==> src/inc/iurls_pkg.sv <==
// constants, types and timing counts for the repeater link-state controller
// assumes a 125 MHz clock; all times are turned into whole clock cycles here
// Summary of operation
// [RULE_01] ready and sensing within 10 ms
// [RULE_02] connect accepted after 45-80 us debounce
// [RULE_03] downstream disconnect detected within 2-7 us
// [RULE_04] upstream bus reset detected within 7 us
// [RULE_05] idle 3-10 ms enters suspend, low current
// [RULE_06] L1 upstream resume reaches downstream within 1 us
// [RULE_07] L2 upstream resume reaches downstream within 130 us
// [RULE_08] L1 remote wake propagated within 5 us
// [RULE_09] L2 remote wake must last 900 us; the L2 wake filter accepts it after 450 us
// [RULE_10] L2 wake drives resume both ways 1 ms
// [RULE_11] windows are local-clock counters restarting on change
package iurls_pkg;
  localparam int CLK_MHZ = 125;
  // times as printed, in their own units
  localparam int PWRUP_TYP_MS = 5;
  localparam int CONN_TYP_US = 70;
  localparam int DISC_MIN_US = 2;
  localparam int DISC_MAX_US = 7;
  localparam int RST_MAX_US = 7;
  localparam int SUSP_MIN_MS = 3;
  localparam int SUSP_MAX_MS = 10;
  localparam int RSM_L1_MAX_US = 1;
  localparam int RSM_L2_MAX_US = 130;
  localparam int WAKE_L1_MAX_US = 5;
  localparam int WAKE_L2_US = 900;
  localparam int DRSM_MIN_MS = 1;
  // cycle counts; filters sit mid-window to tolerate clock drift, except connect at its typical time and L1 resume at a quarter
  localparam int PWRUP_CYC = PWRUP_TYP_MS * 1000 * CLK_MHZ;
  localparam int CONN_CYC = CONN_TYP_US * CLK_MHZ;
  localparam int DISC_CYC = (DISC_MIN_US + DISC_MAX_US) * CLK_MHZ / 2;
  localparam int RST_CYC = RST_MAX_US * CLK_MHZ / 2;
  localparam int SUSP_CYC = (SUSP_MIN_MS + SUSP_MAX_MS) * 1000 * CLK_MHZ / 2;
  localparam int RSM_L1_CYC = RSM_L1_MAX_US * CLK_MHZ / 4;
  localparam int RSM_L2_CYC = RSM_L2_MAX_US * CLK_MHZ / 2;
  localparam int WAKE_L1_CYC = WAKE_L1_MAX_US * CLK_MHZ / 2;
  localparam int WAKE_L2_CYC = WAKE_L2_US * CLK_MHZ / 2;
  localparam int DRSM_CYC = DRSM_MIN_MS * 1000 * CLK_MHZ + 16;
  localparam int CNT_W = 24;
  // bus line states as seen on a port
  localparam logic [1:0] LINE_SE0 = 2'h0;
  localparam logic [1:0] LINE_J = 2'h1;
  localparam logic [1:0] LINE_K = 2'h2;
  typedef enum logic [2:0] {
    IURLS_POWERUP, IURLS_DETACHED, IURLS_L0, IURLS_L1, IURLS_L2, IURLS_WAKE
  } iurls_state_t;
endpackage

==> src/hw/iurls_link.sv <==
// link-state controller of an isolated USB repeater, low and full speed
// assumes line states already sampled synchronous to clk
`timescale 1ns/1ns
module iurls_link
  import iurls_pkg::*;
#(
  parameter int PWRUP_LIM = PWRUP_CYC,
  parameter int SUSP_LIM = SUSP_CYC,
  parameter int WAKE_L2_LIM = WAKE_L2_CYC,
  parameter int DRSM_LIM = DRSM_CYC,
  parameter int RSM_L2_LIM = RSM_L2_CYC
) (
  // clock and reset
  input wire logic clk,
  input wire logic rstn,
  // supplies and line states
  input wire logic supply_ok,
  input wire logic [1:0] upstream_data_lines,
  input wire logic [1:0] downstream_data_lines,
  input wire logic l1_entry,
  // status out
  output logic ready,
  output logic attached,
  output logic disconnect_pulse,
  output logic bus_reset_pulse,
  output logic low_current,
  output iurls_state_t link_state,
  // resume drive
  output logic drive_resume_up,
  output logic drive_resume_down
);
  iurls_state_t state_r, state_nxt;
  logic [CNT_W-1:0] pwr_cnt_r, drsm_cnt_r;
  logic pwr_done, conn_hit, disc_hit, rst_hit, idle_hit;
  logic rsm_l1_hit, rsm_l2_hit, wake_l1_hit, wake_l2_hit;
  logic drsm_done;

  // ****************************************
  // power-up readiness
  // ****************************************
  // counter restarts while supplies are not valid [RULE_01]
  always_ff @(posedge clk) begin
    if (!rstn || !supply_ok) begin
      pwr_cnt_r <= '0;
    end else if (!pwr_done) begin
      pwr_cnt_r <= pwr_cnt_r + 1'b1;
    end
  end
  assign pwr_done = (pwr_cnt_r == PWRUP_LIM[CNT_W-1:0]);

  // ****************************************
  // line filters
  // ****************************************
  localparam int NF = 8;
  localparam int LIM [NF] = '{CONN_CYC, DISC_CYC, RST_CYC, SUSP_LIM, RSM_L1_CYC,
                              RSM_L2_LIM, WAKE_L1_CYC, WAKE_L2_LIM};
  logic [NF-1:0] cond, hit;
  assign cond[0] = (state_r == IURLS_DETACHED) && (downstream_data_lines != LINE_SE0);
  assign cond[1] = (state_r == IURLS_L0) && (downstream_data_lines == LINE_SE0);
  assign cond[2] = (state_r == IURLS_L0) && (upstream_data_lines == LINE_SE0);
  assign cond[3] = (state_r == IURLS_L0) && (upstream_data_lines == LINE_J)
                   && (downstream_data_lines == LINE_J);
  assign cond[4] = (state_r == IURLS_L1) && (upstream_data_lines == LINE_K);
  assign cond[5] = (state_r == IURLS_L2) && (upstream_data_lines == LINE_K);
  assign cond[6] = (state_r == IURLS_L1) && (downstream_data_lines == LINE_K);
  assign cond[7] = (state_r == IURLS_L2) && (downstream_data_lines == LINE_K);
  genvar gi;
  generate
    for (gi = 0; gi < NF; gi++) begin : g_filt
      iurls_filter #(.LIMIT(LIM[gi])) u_filt (
        .clk(clk),
        .rstn(rstn),
        .cond(cond[gi]),
        .hit(hit[gi])
      );
    end
  endgenerate
  assign conn_hit = hit[0];    // [RULE_02]
  assign disc_hit = hit[1];    // [RULE_03]
  assign rst_hit = hit[2];     // [RULE_04]
  assign idle_hit = hit[3];    // [RULE_05]
  assign rsm_l1_hit = hit[4];  // [RULE_06]
  assign rsm_l2_hit = hit[5];  // [RULE_07]
  assign wake_l1_hit = hit[6]; // [RULE_08]
  assign wake_l2_hit = hit[7]; // [RULE_09]

  // ****************************************
  // resume drive timer
  // ****************************************
  // wake in L2 holds resume both ways at least 1 ms [RULE_10]
  always_ff @(posedge clk) begin
    if (!rstn || state_r != IURLS_WAKE) begin
      drsm_cnt_r <= '0;
    end else if (!drsm_done) begin
      drsm_cnt_r <= drsm_cnt_r + 1'b1;
    end
  end
  assign drsm_done = (drsm_cnt_r == DRSM_LIM[CNT_W-1:0]);

  // ****************************************
  // state machine
  // ****************************************
  always_comb begin
    state_nxt = state_r;
    unique case (state_r)
      IURLS_POWERUP: if (pwr_done) state_nxt = IURLS_DETACHED;
      IURLS_DETACHED: if (conn_hit) state_nxt = IURLS_L0;
      IURLS_L0: begin
        if (disc_hit) state_nxt = IURLS_DETACHED;
        else if (idle_hit) state_nxt = IURLS_L2;
        else if (l1_entry) state_nxt = IURLS_L1;
      end
      IURLS_L1: if (rsm_l1_hit || wake_l1_hit) state_nxt = IURLS_L0;
      IURLS_L2: begin
        if (wake_l2_hit) state_nxt = IURLS_WAKE;
        else if (rsm_l2_hit) state_nxt = IURLS_L0;
      end
      IURLS_WAKE: if (drsm_done) state_nxt = IURLS_L0;
      default: state_nxt = IURLS_POWERUP;
    endcase
  end
  always_ff @(posedge clk) begin
    if (!rstn || !supply_ok) begin
      state_r <= IURLS_POWERUP;
    end else begin
      state_r <= state_nxt;
    end
  end

  // ****************************************
  // outputs
  // ****************************************
  logic disc_r, rst_r, rsm_dn_r, rsm_up_r;
  always_ff @(posedge clk) begin
    if (!rstn) begin
      disc_r <= 1'b0;
      rst_r <= 1'b0;
    end else begin
      disc_r <= disc_hit;  // [RULE_03]
      rst_r <= rst_hit;    // [RULE_04]
    end
  end
  // resume mirrored downstream while upstream keeps K [RULE_06] [RULE_07]
  always_ff @(posedge clk) begin
    if (!rstn) begin
      rsm_dn_r <= 1'b0;
      rsm_up_r <= 1'b0;
    end else begin
      rsm_dn_r <= (state_nxt == IURLS_WAKE) || rsm_l1_hit || rsm_l2_hit
                  || (rsm_dn_r && upstream_data_lines == LINE_K && state_nxt == IURLS_L0);
      rsm_up_r <= (state_nxt == IURLS_WAKE) || wake_l1_hit
                  || (rsm_up_r && downstream_data_lines == LINE_K && state_nxt == IURLS_L0);
    end
  end
  assign ready = (state_r != IURLS_POWERUP);
  assign attached = (state_r != IURLS_POWERUP) && (state_r != IURLS_DETACHED);
  assign low_current = (state_r == IURLS_L2); // [RULE_05]
  assign link_state = state_r;
  assign disconnect_pulse = disc_r;
  assign bus_reset_pulse = rst_r;
  assign drive_resume_up = rsm_up_r;
  assign drive_resume_down = rsm_dn_r;

  // ****************************************
  // check helpers
  // ****************************************
  // run lengths counted apart from the filters, so a wrong filter limit shows up
  logic [CNT_W-1:0] conn_run_r, disc_run_r, rst_run_r, hold_run_r;
  always_ff @(posedge clk) begin
    if (!rstn || state_r != IURLS_DETACHED || downstream_data_lines == LINE_SE0) begin
      conn_run_r <= '0;
    end else if (conn_run_r != '1) begin
      conn_run_r <= conn_run_r + 1'b1;
    end
  end
  always_ff @(posedge clk) begin
    if (!rstn || state_r != IURLS_L0 || downstream_data_lines != LINE_SE0) begin
      disc_run_r <= '0;
    end else if (disc_run_r != '1) begin
      disc_run_r <= disc_run_r + 1'b1;
    end
  end
  always_ff @(posedge clk) begin
    if (!rstn || state_r != IURLS_L0 || upstream_data_lines != LINE_SE0) begin
      rst_run_r <= '0;
    end else if (rst_run_r != '1) begin
      rst_run_r <= rst_run_r + 1'b1;
    end
  end
  always_ff @(posedge clk) begin
    if (!rstn || !drive_resume_up || !drive_resume_down) begin
      hold_run_r <= '0;
    end else if (hold_run_r != '1) begin
      hold_run_r <= hold_run_r + 1'b1;
    end
  end
endmodule

==> src/hw/iurls_filter.sv <==
// stable-level filter: pulses once a condition has held for LIMIT cycles
// assumes cond is synchronous to clk
`timescale 1ns/1ns
module iurls_filter
  import iurls_pkg::*;
#(
  parameter int LIMIT = 16
) (
  // clock and reset
  input wire logic clk,
  input wire logic rstn,
  // condition in, hit out
  input wire logic cond,
  output logic hit
);
  logic [CNT_W-1:0] cnt_r;
  // restart whenever the condition drops [RULE_11]
  always_ff @(posedge clk) begin
    if (!rstn || !cond) begin
      cnt_r <= '0;
    end else if (cnt_r != LIMIT[CNT_W-1:0]) begin
      cnt_r <= cnt_r + 1'b1;
    end
  end
  assign hit = cond && (cnt_r == LIMIT[CNT_W-1:0] - 1'b1);
endmodule

==> config.mk <==
export PLATFORM = sky130hd
export DESIGN_NAME = iurls_link
export DESIGN_NICKNAME = d
export VERILOG_FILES = /design/src/inc/iurls_pkg.sv /design/src/hw/iurls_link.sv /design/src/hw/iurls_filter.sv
export SDC_FILE = /design/constraint.sdc
export NUM_CORES = 1
export LEC_CHECK = 0
export ABC_AREA = 1
export BUFFER_PORTS_ARGS = -buffer_cell sky130_fd_sc_hd__buf_2
export CORE_ASPECT_RATIO = 0.6
export CORE_MARGIN = 2
export CORE_UTILIZATION = 50
export DETAILED_ROUTE_END_ITERATION = 7
export PLACE_DENSITY = 0.72
export SYNTH_ARGS = -nofsm -noshare
export SYNTH_HDL_FRONTEND = slang
export SYNTH_SLANG_ARGS = --single-unit
==> constraint.sdc <==
create_clock -name clk -period 3.3 [get_ports clk]
set_input_delay 0.33 -clock clk [delete_from_list [all_inputs] [get_ports clk]]
set_output_delay 0.33 -clock clk [all_outputs]
set_load 0.05 [all_outputs]
* After elaboration in Yosys (flattened, before gate mapping)
Index checks and enable logic that the tools add are counted. W data, S select, Z words.
Word-level totals: flip-flop bits (word level) 247, input bits 8, output and inout port bits 10, logic and storage cells 119
Cells by class: add/subtract/negate cells 10, equality and inequality tests 31, multiplexer cells 10, reduce and logical (&&, ||, !) cells 53
Operators by type and width (number):
- $add A24 B1 Y24 const B | 10
- $eq A24 B20 Y1 const B | 2
- $eq A24 B9 Y1 const B | 2
- $ne A24 B9 Y1 const B | 2
- $mux W3 | 9
- $eq A24 B10 Y1 const B | 1
- $eq A24 B13 Y1 const B | 1
- $eq A24 B14 Y1 const B | 1
- $eq A24 B16 Y1 const B | 1
- $eq A24 B17 Y1 const B | 1
- $eq A24 B5 Y1 const B | 1
- $ne A24 B10 Y1 const B | 1
- $ne A24 B13 Y1 const B | 1
- $ne A24 B14 Y1 const B | 1
- $ne A24 B16 Y1 const B | 1
- $ne A24 B20 Y1 const B | 1
- $ne A24 B5 Y1 const B | 1
- $logic_and A1 B1 Y1 | 22
- $pmux W3 S6 | 1
- $logic_or A1 B1 Y1 | 16
- $logic_not A1 Y1 | 10
- $eq A3 B2 Y1 const B | 3
- $eq A3 B3 Y1 const B | 3
- $eq A2 B1 Y1 const B | 2
- other kinds (8) | 10

* Longest topological paths before layout
Gate-level depths: netlist of the first run.
depth after elaboration 11, mapped depth 13, gate-level depth less buffers 13

* Cells and area by module
From an unflattened synthesis of the first run, not the netlist that was laid out.
Second synthesis, totals: cells, all modules 2214, area total of the unflattened synthesis 14247.4 µm²
By module, submodules not included:
- iurls_link | instances 1, cells each 448, area each 3032.9 µm², sequential area each 1101.1 µm²
- iurls_filter at g_filt[1].u_filt | instances 1, cells each 221, area each 1440.1 µm², sequential area each 480.5 µm²
- iurls_filter at g_filt[0].u_filt | instances 1, cells each 223, area each 1422.6 µm², sequential area each 480.5 µm²
- iurls_filter at g_filt[2].u_filt | instances 1, cells each 222, area each 1422.6 µm², sequential area each 480.5 µm²
- iurls_filter at g_filt[3].u_filt | instances 1, cells each 228, area each 1416.4 µm², sequential area each 480.5 µm²
- iurls_filter at g_filt[5].u_filt | instances 1, cells each 221, area each 1388.8 µm², sequential area each 480.5 µm²
- iurls_filter at g_filt[6].u_filt | instances 1, cells each 218, area each 1383.8 µm², sequential area each 480.5 µm²
- iurls_filter at g_filt[7].u_filt | instances 1, cells each 218, area each 1371.3 µm², sequential area each 480.5 µm²
- iurls_filter at g_filt[4].u_filt | instances 1, cells each 215, area each 1368.8 µm², sequential area each 480.5 µm²

* Worst setup path before layout of the first run
Ideal clock, no wire load.
path kind register to output, start point register state_r[0], in the netlist link_state[0], end point output attached, data arrival time 1656 ps, required time 2970 ps, setup slack 1314 ps, cell stages (with the launch flop) 5, buffers on the path 0, path through dfxtp_1 -> nor3_1 -> inv_1 -> nand2_1 -> inv_1
On the way: longest elaborated chain between the ends 2, elaborated cells on any way between the ends 3, classes of those cells eq/ne: 1; reduce/logical: 2
Ends and longest elaborated chain:
- from (decl) | line iurls_link.sv:32 | iurls_state_t state_r, state_nxt;
- from (signal assigned) | line iurls_link.sv:126 | state_r <= state_nxt;
- $reduce_bool A3 Y1
- named net ready | line iurls_link.sv:22 | output logic ready,
- $logic_and A1 B1 Y1 | line iurls_link.sv:156 | assign attached = (state_r != IURLS_POWERUP) && (state_r != IURLS_DETACHED);
- to (decl) | line iurls_link.sv:23 | output logic attached,
The timed path passes the listed nets, and every way through them passes these cells.

* Worst setup path after layout of the first run
start point register state_r[1], in the netlist link_state[1], end point register g_filt[3].u_filt.cnt_r[0]
On the way: longest elaborated chain between the ends 5
Ends and longest elaborated chain:
- $eq A3 B2 Y1 | line iurls_link.sv:61 | assign cond[3] = (state_r == IURLS_L0) && (upstream_data_lines == LINE_J)
- $logic_and A1 B1 Y1 | line iurls_link.sv:61
- $logic_and A1 B1 Y1 | line iurls_link.sv:62 | && (downstream_data_lines == LINE_J);
- $logic_not A1 Y1 | line iurls_filter.sv:19 | if (!rstn || !cond) begin
- $logic_or A1 B1 Y1 | line iurls_filter.sv:19
- to (signal assigned) | line iurls_filter.sv:22 | cnt_r <= cnt_r + 1'b1;
- to (decl) | line iurls_filter.sv:16 | logic [CNT_W-1:0] cnt_r;
No other way between the ends. A chain may end at the register's enable or synchronous reset.

==> results of run 1 <==
## power groups by stage
stage / clock network (W) / registers [W] / logic, W
floorplan: 0 / 0.00305 / 0.0000178
global placement: 0 / 0.00305 / 0.0000297
detailed placement: 0 / 0.00305 / 0.0000301
CTS: 0.00276 / 0.00298 / 0.0000303
global route: 0.00287 / 0.00298 / 0.0000335
finish: 0.00269 / 0.00298 / 0.0000301
## layout by cell type (no fill, tap or decap), types with 6 or more instances in the layout
| cell type | n |
|---|---|
| inv_1 | 291 |
| nand3_2 | 10 |
| nor2_4 | 8 |
| clkinv_2 | 6 |
| nand2_1 | 324 |
| nand3_1 | 91 |
| dfxtp_1 | 247 |
| nor3_1 | 85 |
| a211oi_1 | 9 |
| a31oi_1 | 22 |
| xor2_1 | 7 |
| nor3_2 | 8 |
| inv_2 | 12 |
| buf_2 | 17 |
| nor3b_1 | 8 |
| nor2_1 | 242 |
| nor4_1 | 21 |
| nand4_1 | 43 |
| ha_1 | 25 |
| a21oi_1 | 179 |
| o21a_1 | 22 |
| clkbuf_16 | 25 |
| o21ai_0 | 117 |
| nor2_2 | 19 |
## final timing paths
kind	from	to	slack (ns)	cells past startpoint
setup / recovery	link_state[1]$_SDFF_PP0_	g_filt[3].u_filt.cnt_r[0]$_SDFFE_PP0P_	0.91	7
hold reg to reg	drsm_cnt_r[23]$_SDFFE_PP0N_	drsm_cnt_r[23]$_SDFFE_PP0N_	0.47	2
setup reg to reg	link_state[1]$_SDFF_PP0_	g_filt[3].u_filt.cnt_r[0]$_SDFFE_PP0P_	0.91	7
hold / removal	upstream_data_lines[0]	g_filt[2].u_filt.cnt_r[10]$_SDFFE_PP0P_	0.18	4
## worst max-delay path: cells and delay by family (launching register included)
| family | cells | cell delay [ns] |
|---|---|---|
| DFF | 1 | 0.41 |
| buffers and inverters | 1 | 0.36 |
| and+or+nand+nor | 4 | 1.21 |
| AOI/OAI and AO/OA | 2 | 0.35 |
## sequential cells by signal, indices dropped and copies added, names as in the netlist
signal and cells:
g_filt.u_filt.cnt_r 192, drsm_cnt_r 24, pwr_cnt_r 24, link_state 3
bus_reset_pulse 1, disconnect_pulse 1, drive_resume_down 1, drive_resume_up 1
## through the flow
stage | hold WS (ns) | cell area (um2) | power [W]
detailed placement | 0.459 | 13200 | 0.00308
global placement | 0.450 | 13200 | 0.00308
global route | 0.180 | 13900 | 0.00589
finish | 0.179 | 13900 | 0.00571
floorplan | 0.434 | 12700 | 0.00307
CTS | 0.156 | 13900 | 0.00577
## cell families after synthesis
logic type	synth area share [%]
simple gates	33.1
compound gates	15.3
flops	38.9
buf+inv	9.47
fa+ha+maj	2.46
xor+xnor	0.757
## layout make-up
type | count | area [um2]
flip-flops and latches | 247 | 4940
multi-input cells | 1290 | 6570
well taps | 329 | 412
inverters | 304 | 1140
repair buffers | 22 | 123
fillers | 2386 | 11200
clock buffers | 33 | 686
clock inverters | 8 | 68.8
## per-layer routing
layer	vias to the layer above	track usage, %	part of all wire (%)
met3	44	4.50	6.9
met5	-	0	0.057
met4	2	5.42	2.3
met1	5252	32.6	52
li1	6182	-	-
met2	305	29.5	38
==> summary.md, run 1 <==
| Metric | Value |
|---|---|
| Peak supply drop | `around 0.36 mV` |
| Required time of the critical path | `3.78 ns` |
| GP Congestion | `approximately 0.9` |
| Most frequent cells after synthesis | `324 x nand2_1, 291 x inv_1, 247 x dfxtp_1, 242 x nor2_1, 179 x a21oi_1` |
| CTS sink count | `about 250` |
| H-Tree Depth | `1` |
| Area leader, netlist | `dfxtp_1` |
| Area share of the largest cell type after synthesis | `38.9%` |
| Global-route wire length before repair | `about 48000 um` |
| Number of global-route vias before repair | `a little over 10000` |
| Post_cts resized | `0` |
| Clk Latency, worst-skew pair | `0.54 ns` |
| Count leader, synth | `nand2_1` |
| Max cap viols | `0` |
| Largest net degree at the start of global routing | `20` |
| Avg Synthesized Cell Area | `slightly below 7 um2` |
| Leak pwr | `between 4 and 5 nW` |
| Most frequent CP cell | `nand2_1` |
| Syn Nets | `between 1500 and 2000` |
| Netlist cell types | `46` |
| Port Buffers | `17` |
| Critical Path Slowest Stage Cell | `nor2_1` |
| Post-detail-place hpwl | `21300 um` |
| Hold WC Path Type | `in -> reg` |
| Slew HR | `28.6%` |
| Layout Skew | `0.0241 ns` |
| Highest clock rate | `0.419 GHz` |
| Largest cells by area after synthesis | `dfxtp_1 39%, nand2_1 9.6%, inv_1 8.6%` |
| Crit path capture type | `flip-flop` |
| Post-Syn Instances | `roughly 1900` |
| Switching share of power | `approximately a fifth` |
| Postcts setup bufs | `0` |
| Layout cells sized above 1 | `between 7 and 8%` |
| Synthesis warning total | `0` |
| GRT Util Overall | `a little over a fifth` |
| Die Width | `between 200 and 250 um` |
| Diodes inserted | `0` |
| Full die area | `approximately 27000 um2` |
| Placed Cells | `~2200` |
| Core area | `25200 um2` |
| Sequential power share | `between 50% and 60%` |
| Setup crit start kind | `flip-flop` |
| Initial Utilization | `50.5%` |
| Register area share after synthesis | `roughly two fifths` |
| Clock share of power | `47.2%` |
| Average routed wire per standard cell | `12.7 um` |
| Row count | `45` |
| Setup TNS | `0 ns` |
| Syn-to-layout area delta | `9.63%` |
| Initial DRT Pass Iterations | `5` |
| Mapped cell area | `approximately 13000 um2` |
| Final period util | `72.4%` |
| CTS tree | `built` |
| Clock transition at the registers of the reported paths | `about 0.060 ns` |
| Total CTS buffers | `25` |
| Pins Over Slew Limit | `0` |
| Status | `completed` |
| Via count | `approximately 12000` |
| Crit-path cells | `nand2_1 -> nor2_4 -> nand2_1 -> nor2_1 -> inv_1 -> a21oi_1 -> o21a_1` |
| Clock Path Buffers | `3` |
| Drt via density | `between 5 and 6` |
| GRT overflow | `0` |
| Worst-Margin Slew | `roughly 1.1 ns` |
| Internal power | `about 0.0045 W` |
| Minimum clock period | `2.39 ns` |
| Initial antenna violation count | `1` |
| Setup WS pre-CTS | `0.947 ns` |
| I/O pins | `18` |
| Routed Antenna Nets | `0` |
| Combinational share of power | `less than 1%` |
| Final hold violations | `0` |
| Synthesized flop and latch total | `roughly 250` |
| Worst EP arrival | `approximately 2.9 ns` |
| Final Worst Setup Slack | `just over 0.9 ns` |
| Hold_buf cts | `0` |
| Root Driver | `clkbuf_16` |
| CP max FO | `17` |
| Finished Layout Cells | `around 2200` |
| Endpoints failing setup | `0` |
| Final core occ | `a little under three fifths` |
| Die height | `about 130 um` |
| Prevailing post-synth register cell | `dfxtp_1` |
| Number of DRC markers in iteration 0 | `between 800 and 900` |
| Post-route DRC violation count | `0` |
| Post-synth EDFFs | `0` |
| Post-synth ARST share | `0%` |
| CP Class | `reg -> reg` |
| Switching power | `approximately 0.0012 W` |
| Unrepaired setup endpoints after global routing | `no` |
| PD cells | `~410 nW/um2` |
| Max incr delay on CP | `approximately 0.80 ns` |
| Routed WL | `between 20000 and 30000 um` |
| Nets | `a little under 2000` |
No activity file was read; power rests on OpenSTA's default activity.
==> inputs of run 2 (changes only) <==
==> constraint.sdc (replaced) <==
create_clock -name clk -period 2.5 [get_ports clk]
set_input_delay 0.25 -clock clk [delete_from_list [all_inputs] [get_ports clk]]
set_output_delay 0.25 -clock clk [all_outputs]
set_load 0.05 [all_outputs]
==> run 2 against run 1 <==
  * Clock power increased by 30%
  * Flip-flop and latch count did not move
  * Register-to-register slack got worse by 0.40 ns
  * Wire length shrank 0.29%
  * Via count shrank 0.55%
  * Non-clock buffer count increased by 4
  * Final area up 0.14%
  * Fmax rose by 20%
  * Clock skew fell by 0.0063 ns
  * Global-route usage is 0.098 points higher
==> summary.md, run 2 (synthesized netlist as in run 1, its figures left out) <==
| Metric | Value |
|---|---|
| Status | `completed` |
| Hold Slack | `0.0685 ns` |
| Row count | `45` |
| Via count | `~12000` |
| Post-detail-place hpwl | `approximately 21000 um` |
| Endpoints failing setup | `0` |
| Final non-filler cell area | `14000 um2` |
| Final period util | `79.7%` |
| Routed WL | `28200 um` |
| Max reg flops | `~190` |
| CP max FO | `5` |
| Die height | `~130 um` |
| Worst EP arrival | `2.40 ns` |
| Minimum clock period | `roughly 2 ns` |
| Initial antenna violation count | `2` |
| Final core occ | `between 50 and 60%` |
| Most frequent cells in the layout | `324 x nand2_1, 291 x inv_1, 247 x dfxtp_1, 242 x nor2_1, 179 x a21oi_1` |
| Slew HR | `57.7%` |
| Number of global-route vias before repair | `10300` |
| Top reg by flops | `g_filt.u_filt.cnt_r` |
| Initial DRT Pass Iterations | `5` |
| Syn-to-layout area delta | `9.79%` |
| Clock Path Buffers | `3` |
| Placed Instance Area | `about 13000 um2` |
| Crit path capture type | `flip-flop` |
| Required time of the critical path | `between 2 and 3 ns` |
| PD cells | `around 540 nW/um2` |
| Total CTS buffers | `24` |
| Core area | `roughly 25000 um2` |
| Highest clock rate | `0.502 GHz` |
| I/O pins | `18` |
| Commonest non-fill, non-tap cell in the layout | `nand2_1` |
| CTS sink count | `between 200 and 250` |
| Hold_buf cts | `0` |
| Peak supply drop | `between 0.4 and 0.5 mV` |
| Postcts setup bufs | `0` |
| Final hold violations | `0` |
| Final Worst Setup Slack | `roughly 0.5 ns` |
| CTS tree | `built` |
| Combinational share of power | `less than 1%` |
| Pins Over Slew Limit | `0` |
| Layout Skew | `0.0178 ns` |
| CP Class | `reg -> reg` |
| GRT overflow | `0` |
| H-Tree Depth | `1` |
| Hold WC Path Type | `in -> reg` |
| Unrepaired setup endpoints after global routing | `no` |
| Sequential power share | `52.6%` |
| Nets | `between 1500 and 2000` |
| Largest net degree at the start of global routing | `18` |
| Post_cts resized | `0` |
| Internal power | `roughly 0.006 W` |
| Worst-Margin Slew | `roughly 0.63 ns` |
| Clk Latency, worst-skew pair | `approximately 0.54 ns` |
| Switching power | `approximately 0.0015 W` |
| Number of DRC markers in iteration 0 | `about 940` |
| Layout cells sized above 1 | `around 7.6%` |
| Drt via density | `5.24` |
| Routed Antenna Nets | `0` |
| Setup TNS | `0 ns` |
| Die Width | `210 um` |
| Global-route wire length before repair | `~48000 um` |
| GP Congestion | `0.891` |
| Average routed wire per standard cell | `12.6 um` |
| Setup WS pre-CTS | `0.563 ns` |
| Clock share of power | `46.8%` |
| Port Buffers | `17` |
| Setup crit start kind | `flip-flop` |
| GRT Util Overall | `between 20% and 30%` |
| Max cap viols | `0` |
| Root Driver | `clkbuf_16` |
| Clock transition at the registers of the reported paths | `approximately 0.06 ns` |
| Switching share of power | `between 20% and 30%` |
| Largest regs | `g_filt.u_filt.cnt_r x192, drsm_cnt_r x24, pwr_cnt_r x24` |
| Full die area | `26800 um2` |
| Initial Utilization | `about half` |
| Post-route DRC violation count | `0` |
| Leak pwr | `between 4 and 5 nW` |
[run 2: metrics by stage]
step	total power, W	cells
floorplan	0.00405	1854
global placement	0.00407	2196
detailed placement	0.00407	2196
CTS	0.00758	2235
global route	0.00773	2236
finish	0.00749	2236
[run 2: final timing paths]
path	startpoint	end	slack, ns	cells past startpoint
setup / recovery	pwr_cnt_r[0]$_SDFFE_PP0N_	pwr_cnt_r[18]$_SDFFE_PP0N_	0.51	10
hold / removal	upstream_data_lines[0]	g_filt[2].u_filt.cnt_r[22]$_SDFFE_PP0P_	0.07	4
hold reg to reg	g_filt[1].u_filt.cnt_r[20]$_SDFFE_PP0P_	g_filt[1].u_filt.cnt_r[20]$_SDFFE_PP0P_	0.47	2
setup reg to reg	pwr_cnt_r[0]$_SDFFE_PP0N_	pwr_cnt_r[18]$_SDFFE_PP0N_	0.51	10
[run 2: power by group through the flow]
stage          combinational [W]  sequential [W]  clock (W)
2_1_floorplan          0.0000235         0.00403          0
3_3_place_gp           0.0000419         0.00403          0
3_5_place_dp           0.0000423         0.00403          0
4_1_cts                0.0000427         0.00394    0.00360
5_1_grt                0.0000474         0.00394    0.00375
6_report               0.0000426         0.00394    0.00351
[run 2: layout make-up]
type                            count  area (um2)
Antenna cell                        1        2.50
Clock buffer                       36         727
Clock inverter                      3        15.0
Fill cell                        2428       11200
Inverter                          304        1140
Multi-Input combinational cell   1290        6570
Sequential cell                   247        4940
Tap cell                          329         412
Timing Repair Buffer               26         153
[run 2: critical path, stage by stage, from the launching register on]
cell and delay, ns:
dfxtp_1 0.41, ha_1 0.22, nand3_1 0.13, inv_1 0.14
nand4_2 0.13, nor2_1 0.20, nand2_1 0.15, nor2_2 0.19
nand2_1 0.09, o21ai_0 0.16, a21oi_1 0.06
[run 2: layer usage]
layer	vias up	share of wire (%)	track usage, %
met5	-	0.050	0
met4	2	2.1	5.05
met3	41	5.3	3.88
met2	236	39	30.3
met1	5242	54	32.7
li1	6199	-	-
